## src/core/clid_defines.svh

```systemverilog
// Constants of the character display instruction decoder.
`ifndef CLID_DEFINES_SVH
`define CLID_DEFINES_SVH
`define CLID_CLK_MHZ 200
`define CLID_OSC_KHZ 250
// Execution bounds at the reference oscillator, in ns, and cycles derived from them.
`define CLID_T_LONG_NS 15200000
`define CLID_T_SHORT_NS 40000
// Divide first so that the long bound does not overflow 32-bit integer arithmetic.
`define CLID_LONG_CYC ((`CLID_T_LONG_NS / 1000) * `CLID_CLK_MHZ)
`define CLID_SHORT_CYC ((`CLID_T_SHORT_NS / 1000) * `CLID_CLK_MHZ)
`define CLID_SPACE_CODE 8'h20
`define CLID_TEXT_DEPTH 128
`define CLID_GLYPH_DEPTH 64
`define CLID_RST_ENTRY_INC 1'b1
`endif

```

## src/core/clid_pkg.sv

```systemverilog
// Types shared by the instruction decoder modules.
`default_nettype none
package clid_pkg;
  typedef enum logic [3:0] {
    CLID_OP_NONE, CLID_OP_CLEAR, CLID_OP_HOME, CLID_OP_ENTRY, CLID_OP_DISPLAY,
    CLID_OP_SHIFT, CLID_OP_FUNC, CLID_OP_GLYPH, CLID_OP_TEXT
  } clid_op_t;
  typedef enum logic [1:0] {CLID_IDLE, CLID_WAIT, CLID_FILL} clid_state_t;
endpackage
`default_nettype wire

```

## src/core/clid_op_if.sv

```systemverilog
// Decoded instruction carried from the decoder to the core.
`default_nettype none
interface clid_op_if;
  clid_pkg::clid_op_t op;
  logic [6:0] arg;
  modport dec (output op, output arg);
  modport core (input op, input arg);
endinterface
`default_nettype wire

```

## src/core/clid_core.sv

```systemverilog
// Instruction decoder and RAM access core of a character display controller.
`default_nettype none
`include "clid_defines.svh"
module clid_core (
  input wire logic clk_sys,
  input wire logic rst,
  input wire logic busStrobe,
  input wire logic register_select,
  input wire logic readNotWrite,
  input wire logic [7:0] busDataIn,
  output logic [7:0] busDataOut,
  output logic busy_flag,
  output logic [6:0] addr_counter,
  output logic glyphSelect,
  output logic entryIncrement,
  output logic entryShift,
  output logic displayOn,
  output logic cursorOn,
  output logic blinkOn,
  output logic bus_width,
  output logic twoLines,
  output logic bigFont,
  output logic [6:0] displayShift,
  output logic readValid
);
  localparam int LongCyc = `CLID_LONG_CYC;
  localparam int ShortCyc = `CLID_SHORT_CYC;
  clid_op_if opBus();
  clid_pkg::clid_state_t state_q;
  logic [7:0] text_ram [`CLID_TEXT_DEPTH];
  logic [7:0] glyph_ram [`CLID_GLYPH_DEPTH];
  logic [21:0] timer_q;
  logic [6:0] fill_q;
  logic readPrimed_q;
  wire logic accept = busStrobe && !busy_flag;
  wire logic instrWr = accept && !register_select && !readNotWrite;
  // Status reads bypass the busy gate so that the host can poll the busy flag.
  wire logic statusRd = busStrobe && !register_select && readNotWrite;
  wire logic dataWr = accept && register_select && !readNotWrite;
  wire logic dataRd = accept && register_select && readNotWrite;
  wire logic [6:0] acStep = entryIncrement ? 7'(addr_counter + 7'h01)
                                          : 7'(addr_counter - 7'h01);
  wire logic [6:0] glyphAc = {1'b0, addr_counter[5:0]};
  wire logic [7:0] ramByte = glyphSelect ? glyph_ram[glyphAc[5:0]] : text_ram[addr_counter];
  wire logic isClear = opBus.op == clid_pkg::CLID_OP_CLEAR;
  wire logic isLong = isClear || opBus.op == clid_pkg::CLID_OP_HOME;
  clid_decode decoder (
    .code(busDataIn),
    .dec(opBus)
  );
  // Busy sequencing: every accepted cycle that changes state holds busy for its bound.
  always_ff @(posedge clk_sys)
  begin
    if (rst)
    begin
      state_q <= clid_pkg::CLID_IDLE;
      busy_flag <= 1'b0;
      timer_q <= '0;
      fill_q <= '0;
    end
    else
    begin
      case (state_q)
        clid_pkg::CLID_IDLE:
        begin
          if (instrWr && isClear)
          begin
            state_q <= clid_pkg::CLID_FILL;
            busy_flag <= 1'b1;
            fill_q <= '0;
            timer_q <= 22'(LongCyc - 1);
          end
          else if (instrWr || dataWr || dataRd)
          begin
            state_q <= clid_pkg::CLID_WAIT;
            busy_flag <= 1'b1;
            timer_q <= (instrWr && isLong) ? 22'(LongCyc - 1) : 22'(ShortCyc - 1);
          end
        end
        clid_pkg::CLID_FILL:
        begin
          fill_q <= 7'(fill_q + 7'h01);
          timer_q <= 22'(timer_q - 22'h000001);
          if (fill_q == 7'h7F)
          begin
            state_q <= clid_pkg::CLID_WAIT;
          end
        end
        clid_pkg::CLID_WAIT:
        begin
          if (timer_q == '0)
          begin
            state_q <= clid_pkg::CLID_IDLE;
            busy_flag <= 1'b0;
          end
          else
          begin
            timer_q <= 22'(timer_q - 22'h000001);
          end
        end
        default:
        begin
          state_q <= clid_pkg::CLID_IDLE;
          busy_flag <= 1'b0;
        end
      endcase
    end
  end
  // Memory arrays: the clear sequence writes spaces over text memory, one entry per cycle.
  always_ff @(posedge clk_sys)
  begin
    if (state_q == clid_pkg::CLID_FILL)
    begin
      text_ram[fill_q] <= `CLID_SPACE_CODE;
    end
    else if (dataWr && !glyphSelect)
    begin
      text_ram[addr_counter] <= busDataIn;
    end
    if (dataWr && glyphSelect)
    begin
      glyph_ram[glyphAc[5:0]] <= busDataIn;
    end
  end
  // Address counter, modes and read path.
  always_ff @(posedge clk_sys)
  begin
    if (rst)
    begin
      addr_counter <= '0;
      glyphSelect <= 1'b0;
      entryIncrement <= `CLID_RST_ENTRY_INC;
      entryShift <= 1'b0;
      displayOn <= 1'b0;
      cursorOn <= 1'b0;
      blinkOn <= 1'b0;
      bus_width <= 1'b1;
      twoLines <= 1'b0;
      bigFont <= 1'b0;
      displayShift <= '0;
      readPrimed_q <= 1'b0;
      busDataOut <= '0;
      readValid <= 1'b0;
    end
    else
    begin
      if (instrWr)
      begin
        case (opBus.op)
          clid_pkg::CLID_OP_CLEAR:
          begin
            addr_counter <= '0;
            glyphSelect <= 1'b0;
            displayShift <= '0;
            entryIncrement <= 1'b1;
            readPrimed_q <= 1'b1;
          end
          clid_pkg::CLID_OP_HOME:
          begin
            addr_counter <= '0;
            glyphSelect <= 1'b0;
            displayShift <= '0;
            readPrimed_q <= 1'b1;
          end
          clid_pkg::CLID_OP_ENTRY:
          begin
            entryIncrement <= opBus.arg[1];
            entryShift <= opBus.arg[0];
          end
          clid_pkg::CLID_OP_DISPLAY:
          begin
            displayOn <= opBus.arg[2];
            cursorOn <= opBus.arg[1];
            blinkOn <= opBus.arg[0];
          end
          clid_pkg::CLID_OP_SHIFT:
          begin
            if (opBus.arg[3])
            begin
              displayShift <= opBus.arg[2] ? 7'(displayShift + 7'h01)
                                           : 7'(displayShift - 7'h01);
            end
            else
            begin
              addr_counter <= opBus.arg[2] ? 7'(addr_counter + 7'h01)
                                           : 7'(addr_counter - 7'h01);
              readPrimed_q <= !glyphSelect;
            end
          end
          clid_pkg::CLID_OP_FUNC:
          begin
            bus_width <= opBus.arg[4];
            twoLines <= opBus.arg[3];
            bigFont <= opBus.arg[2];
          end
          clid_pkg::CLID_OP_GLYPH:
          begin
            addr_counter <= {1'b0, opBus.arg[5:0]};
            glyphSelect <= 1'b1;
            readPrimed_q <= 1'b1;
          end
          clid_pkg::CLID_OP_TEXT:
          begin
            addr_counter <= opBus.arg;
            glyphSelect <= 1'b0;
            readPrimed_q <= 1'b1;
          end
          default:
          begin
            readPrimed_q <= readPrimed_q;
          end
        endcase
      end
      else if (statusRd)
      begin
        busDataOut <= {busy_flag, addr_counter};
      end
      else if (dataWr)
      begin
        addr_counter <= glyphSelect ? {1'b0, acStep[5:0]} : acStep;
        readPrimed_q <= 1'b0;
        if (entryShift && !glyphSelect)
        begin
          displayShift <= entryIncrement ? 7'(displayShift - 7'h01)
                                         : 7'(displayShift + 7'h01);
        end
      end
      else if (dataRd)
      begin
        busDataOut <= ramByte;
        readValid <= readPrimed_q;
        readPrimed_q <= 1'b1;
        addr_counter <= glyphSelect ? {1'b0, acStep[5:0]} : acStep;
      end
    end
  end
endmodule
`default_nettype wire

```

## src/core/clid_decode.sv

```systemverilog
// Priority decoder of an instruction byte by its highest set bit.
`default_nettype none
module clid_decode (
  input wire logic [7:0] code,
  clid_op_if.dec dec
);
  assign dec.arg = code[6:0];
  // The highest set bit picks the instruction; lower bits are its arguments.
  assign dec.op = code[7] ? clid_pkg::CLID_OP_TEXT :
                  code[6] ? clid_pkg::CLID_OP_GLYPH :
                  code[5] ? clid_pkg::CLID_OP_FUNC :
                  code[4] ? clid_pkg::CLID_OP_SHIFT :
                  code[3] ? clid_pkg::CLID_OP_DISPLAY :
                  code[2] ? clid_pkg::CLID_OP_ENTRY :
                  code[1] ? clid_pkg::CLID_OP_HOME :
                  code[0] ? clid_pkg::CLID_OP_CLEAR : clid_pkg::CLID_OP_NONE;
endmodule
`default_nettype wire

```

## config.mk

```make
export PLATFORM = sky130hd
export DESIGN_NAME = clid_core
export DESIGN_NICKNAME = d
export VERILOG_FILES = /design/src/core/clid_pkg.sv /design/src/core/clid_op_if.sv /design/src/core/clid_core.sv /design/src/core/clid_decode.sv
export VERILOG_INCLUDE_DIRS = /design/src /design/src/core
export SDC_FILE = /design/constraint.sdc
export NUM_CORES = 2
export LEC_CHECK = 0
export BUFFER_PORTS_ARGS = -buffer_cell sky130_fd_sc_hd__buf_2
export CAP_MARGIN = 10
export CORE_ASPECT_RATIO = 0.8
export CORE_MARGIN = 8
export CORE_UTILIZATION = 57
export CTS_CLUSTER_SIZE = 25
export DETAILED_ROUTE_END_ITERATION = 10
export HOLD_SLACK_MARGIN = 0.03
export PLACE_DENSITY_LB_ADDON = 0.1
export SYNTH_ARGS = -nofsm -noshare
export SYNTH_HDL_FRONTEND = slang
export SYNTH_SLANG_ARGS = --single-unit
```

## constraint.sdc

```tcl
create_clock -name clk_sys -period 3.89 [get_ports clk_sys]
set_clock_uncertainty 0.1 [all_clocks]
set_input_delay 0 -clock clk_sys [delete_from_list [all_inputs] [get_ports clk_sys]]
set_output_delay 0 -clock clk_sys [all_outputs]
set_load 0.05 [all_outputs]
```

# Word level (Yosys, flattened, before mapping)
# Memory sizes are Yosys's and may differ from the RTL's. A register that Yosys moved wholly into a read port is not among the register bits.
# Index checks and enable logic that the tools add are counted.
# op_classes
n_addsub	6
eq_ne	23
n_mux	67
bitwise_logic	4
n_reduce_logical	48
# op_table
operator	count
$mux W7	19
$mux W22	4
$pmux W22 S3	1
$mux W8	5
$mux W4	7
$pmux W7 S2	2
$pmux W7 S4	1
$logic_not A22 Y1	1
$sub A22 B1 Y22 const B	1
$add A7 B1 Y7 const B	3
$mux W1	17
$eq A4 B3 Y1 const B	4
$sub A7 B1 Y7 const B	2
$logic_and A1 B1 Y1	13
$mux W6	2
$ne A2 B2 Y1 const B	6
$reduce_and A2 Y1	6
$reduce_and A3 Y1	4
$reduce_and A4 Y1	3
$reduce_bool A2 Y1	6
$ne A3 B3 Y1 const B	3
$eq A4 B2 Y1 const B	2
$mux W2	4
$reduce_or A8 Y1	1
19 further kinds	31
# totals
register_bits	65
ramBits	1536
in_bits	13
out_inout_bits	33
wordCells	168
n_memories	2
# mem_list
memory	depth	width	read_ports	rd_clocked_by_memory_dff	wr	line_no	text
text_ram	128	8	1	1	1	clid_core.sv:30	logic [7:0] text_ram [`CLID_TEXT_DEPTH];
glyph_ram	64	8	1	1	1	clid_core.sv:31	logic [7:0] glyph_ram [`CLID_GLYPH_DEPTH];

# Depth between registers and ports, before layout
# depth
depth_word	15
mapped_depth	12

# Cells and area by module
# A second synthesis with hierarchy kept.
# unflattened
hier_cells	3378
hier_area_um2	64560.7
# by_module_without_submodules
module	instances	cells_per_inst	area_per_inst_um2	seq_area_each_um2
clid_core	1	3359	64433.0	47565.6
clid_decode	1	19	127.6	0.0

# Worst setup path after synthesis
# No wires, ideal clock.
# synth_timing
kind	reg-to-reg
from	reg busy_flag
to	mem text_ram[0][0] (data pin)
setup_time_ns	0.535
arrival_ns	3.349
t_required_ns	3.255
path_slack_ns	-0.094
path_stages_with_launch	8
path_buffers	3
period_less_slack_ns	3.984
cell_sequence	dfxtp_1 -> nand2b_4 -> nor4b_4 -> nor2b_1 -> buf_4 -> buf_6 -> buf_2 -> and2_1
# synth_via
elab_chain_len	10
# synth_rtl
item	line_no	text
start: declaration	clid_core.sv:12	output logic busy_flag,
start signal: assignment	clid_core.sv:57	busy_flag <= 1'b0;
start signal: assignment	clid_core.sv:69	busy_flag <= 1'b1;
start signal: assignment	clid_core.sv:76	busy_flag <= 1'b1;
$logic_not A1 Y1	clid_core.sv:35	wire logic accept = busStrobe && !busy_flag;
$logic_and A1 B1 Y1	clid_core.sv:35	
$logic_and A1 B1 Y1 (2 in series)	clid_core.sv:39	wire logic dataWr = accept && register_select && !readNotWrite;
$logic_and A1 B1 Y1	clid_core.sv:116	else if (dataWr && !glyphSelect)
$mux W1	clid_core.sv:116	
$mux W1	clid_core.sv:112	if (state_q == clid_pkg::CLID_FILL)
$mux W1 (implied by the code)	clid_core.sv:118	text_ram[addr_counter] <= busDataIn;
$reduce_or A8 Y1 (no source line)	n/a	
$mux W8 (no source line)	n/a	
end: declaration	clid_core.sv:30	
# No other way between the ends.

==> run summary <==
The flow ran to the end, and the final reports show no timing, DRC or antenna violations. The number of antenna violations at the first check in global routing is 6. The largest incremental delay on the critical path is 0.74 ns. The routed design has 168,000 um of wire.

The share of synthesized registers carrying an async set or reset came out at 0%. Data arrives at the worst endpoint at 4.34 ns. The switching component of the power is 9150 uW. Input and output buffers added on the ports amount to 45. The critical path goes through buf_12 -> buf_12 -> mux4_2 -> nand2_1 -> nand2_1 -> a21oi_1 -> a2111oi_0 -> o21ai_0 -> o21ai_0. The height of the chip is 317 um. After the first detailed-routing iteration, the DRC count stood at 4,551. The commonest cells after synthesis are sky130_fd_sc_hd__edfxtp_1 (1,536), sky130_fd_sc_hd__mux4_2 (395), sky130_fd_sc_hd__nor2_1 (308), sky130_fd_sc_hd__nand2_1 (166), sky130_fd_sc_hd__mux2i_1 (92). Net switching is 23.7% of the power. The via total after detailed routing is 34,900. Setup repair after global routing left no endpoint under its margin. The worst-margin pin slew came out at 1.25 ns. The placer congestion estimate came out at 0.866.

The worst hold path belongs to the class primary input to flip-flop. The total area inside the core boundary comes to 112,000 um^2. The die outline width is 392 um. The maximum fanout along the worst path is 26.

The post-synth net total is 3,408. The die covers 124,000 um^2. In the final layout, flip-flops and latches occupy 47,600 um^2.

The post-CTS repair timing setup buffer count is 0. The detail route stage leaves a number of antenna-violating nets equal to 0. The clock network burns 39.4% of the power. The worst slew slack as a fraction of its limit is 16.6%. The total power per unit cell area came out at 532 nW/um^2. The total iterations of the first detailed-routing run came out at 7. Fill cells in the final layout number 7,495. The cell type with the highest aggregate area in the netlist is sky130_fd_sc_hd__edfxtp_1. The most instantiated flip-flop cell in the synthesis netlist is sky130_fd_sc_hd__edfxtp_1.

Max-cap violations in this run came to 0. The cell at the slowest stage of the critical path is sky130_fd_sc_hd__dfxtp_4. The logic gate share of total power is 10.9%. The initial core utilization is 57.4%. Sequential cells burn 49.8% of the power. The leftover overflow at the end of global routing came out at 0.

The synthesized design contains 1,536 enable-type register cells. The post-synthesis instance area is 64,300 um^2. The largest net degree at the start of global routing came out at 129. The post-layout net count is 3,619.

The final core utilization is 64.6%. The HPWL after detailed placement came out at 108,000 um. The count of mapped cells out of synthesis is 3,386. The post-route non-filler standard cell count is 5,239.

The share of Yosys cell area claimed by the top area cell type is 71.7%. In the final timing run, aggregate negative setup slack is 0 ns. The global-route wire length before repair is 243,000 um. The maximum operating frequency is 263 MHz. The required time of the worst setup path came out at 4.43 ns. The flop and latch count out of synthesis is 1,608. The final critical path time including I/O delays and setup is 3.80 ns. The share of layout cells above drive strength 1 is 25.1%. The critical path is of the flip-flop to flip-flop type. The mean instance size in the synthesized netlist came out at 19.0 um^2.

The internal power of the cells totals 29,400 uW. The final-report hold violation count came to 0. Relative to the synthesized area, the layout overhead comes to 12.6%.

The final critical path takes up 97.7% of the cycle. The CTS tree is done. Clock-pin slew was measured on the worst setup and hold paths at 0.07 ns.

The number of primary I/O pins is 46. In this run the clock root is driven by a sky130_fd_sc_hd__clkbuf_16. The wire length per cell is 32.1 um.

The standard-cell row count came out at 110. The post-detailed-route DRC marker count is 0. By area the synthesized netlist is led by sky130_fd_sc_hd__edfxtp_1 (72%), sky130_fd_sc_hd__mux4_2 (14%), sky130_fd_sc_hd__dfxtp_1 (2.2%).

The worst-case vdd ir drop came out at 0.443 mV. The number of clock sinks seen by CTS came out at 1,608. The clock reaches the later pin of the worst-skew pair after 0.79 ns. The final number of setup-violating endpoints is 0. The leakage dissipation came out at 0.0226 uW. The via count of the first global-routing pass is 34,500. The proportion of synthesized chip area in sequential cells came out at 73.9%. Summing all multi-input logic gate instances after layout gives 15,600 um^2. The kind of start point of the critical path is a flip-flop.

The worst hold slack across all endpoints came out at 0.108 ns. The number of distinct library cells after synthesis is 70. The clock tree buffer depth is 3. TritonCTS created 155 clock buffers. The endpoint kind of the worst setup timing path is a flip-flop. The global router's overall resource usage came out at 27.2%. The via-per-instance ratio came out at 6.66. CTS built an H-tree with a depth of 4. The most repeated cell in the gate-level netlist after synthesis is sky130_fd_sc_hd__edfxtp_1. The instance count after placement with tap cells included is 4,932. The max-slew violation count came out at 0.

The number of synthesis warnings is 0.
## cell type report
type	count	share of cell area, %
tap	1512	2.61
timing repair buffer	261	3.08
clock buffer	181	5.66
clock inverter	105	1.35
antenna	1	0.00345
sequential	1608	65.7
multi-input combinational	1552	21.5
inverter	19	0.100
## critical path, delay by kind of cell, from the launching register on
family	cells	cell delay (ns)
AOI/OAI and AO/OA	4	1.59
buffers and inverters	2	0.54
DFF	1	0.74
muxes	1	0.52
and+or+nand+nor	2	0.13
## layout by cell type, fill, tap and decap left out, drive strengths merged, types with 17 or more instances in the layout
cell,n
a211oi,20
a21oi,83
a22oi,30
a31oi,19
buf,241
bufinv,17
clkbuf,181
clkinv,76
dfxtp,72
dlygate4sd3,20
edfxtp,1536
inv,22
mux2,24
mux2i,92
mux4,395
nand2,166
nand2b,18
nand3,44
nor2,308
nor2b,22
nor3,44
o21ai,62
o22ai,21
or2,23
## registers in the layout (all words and copies together) (netlist names), 2 cells and up, named ones only
signal        count
timer_q          22
fill_q            7
busDataOut        8
displayShift      7
addr_counter      7
glyph_ram       512
text_ram       1024
state_q           2
## per-stage QoR
step | setup WS, ns | cell area (um^2) | power [uW]
2_1_floorplan | 0.515 | 64400 | 22200
3_3_place_gp | 0.195 | 67200 | 23600
3_5_place_dp | 0.165 | 67200 | 23700
4_1_cts | 0.150 | 72500 | 38600
5_1_grt | 0.0214 | 72500 | 39500
6_report | 0.0883 | 72500 | 38500
## power groups by stage
stage / Sequential (uW) / Combinational (uW) / Clock, uW
5_1_grt: 19200 / 4420 / 15900
4_1_cts: 19200 / 4170 / 15300
6_report: 19200 / 4190 / 15200
3_3_place_gp: 19500 / 4050 / 0
2_1_floorplan: 19500 / 2720 / 0
3_5_place_dp: 19500 / 4140 / 0
## cell families (layout without fill, tap and decap cells)
| kind of cell | Yosys count | in the layout | synth area share [%] |
|---|---|---|---|
| muxes | 511 | 511 | 15.7 |
| xor gates and xnor gates | 8 | 8 | 0.109 |
| DFF | 1608 | 1608 | 73.9 |
| other | 0 | 1 | 0 |
| adders and majority gates | 9 | 9 | 0.175 |
| and+or+nand+nor | 700 | 700 | 4.91 |
| buffers and inverters | 226 | 566 | 1.87 |
| AOI/OAI and AO/OA | 324 | 324 | 3.33 |
## repair_timing
item	in CTS	in global routing
gates resized for setup	0	0
hold endpoints to repair	516	0
hold buffers	20	0
## worst paths after layout
| check | startpoint | to | slack (ns) | depth (start not counted) |
|---|---|---|---|---|
| worst max-delay path | flip-flop | busDataOut[5] | 0.09 | 9 |
| worst min-delay path | busDataIn[1] | glyph_ram[22][1] | 0.11 | 2 |
| worst max register to register | flip-flop | busDataOut[5] | 0.09 | 9 |
| worst min register to register | cursorOn | cursorOn | 0.39 | 2 |
## routing by layer
layer,GRT usage (%),wire [um]
met5,0,0
met4,7.58,4310
met3,7.41,19400
met2,39.9,74900
met1,40.6,69300
Note: power is estimated with default switching activity, not from simulation.
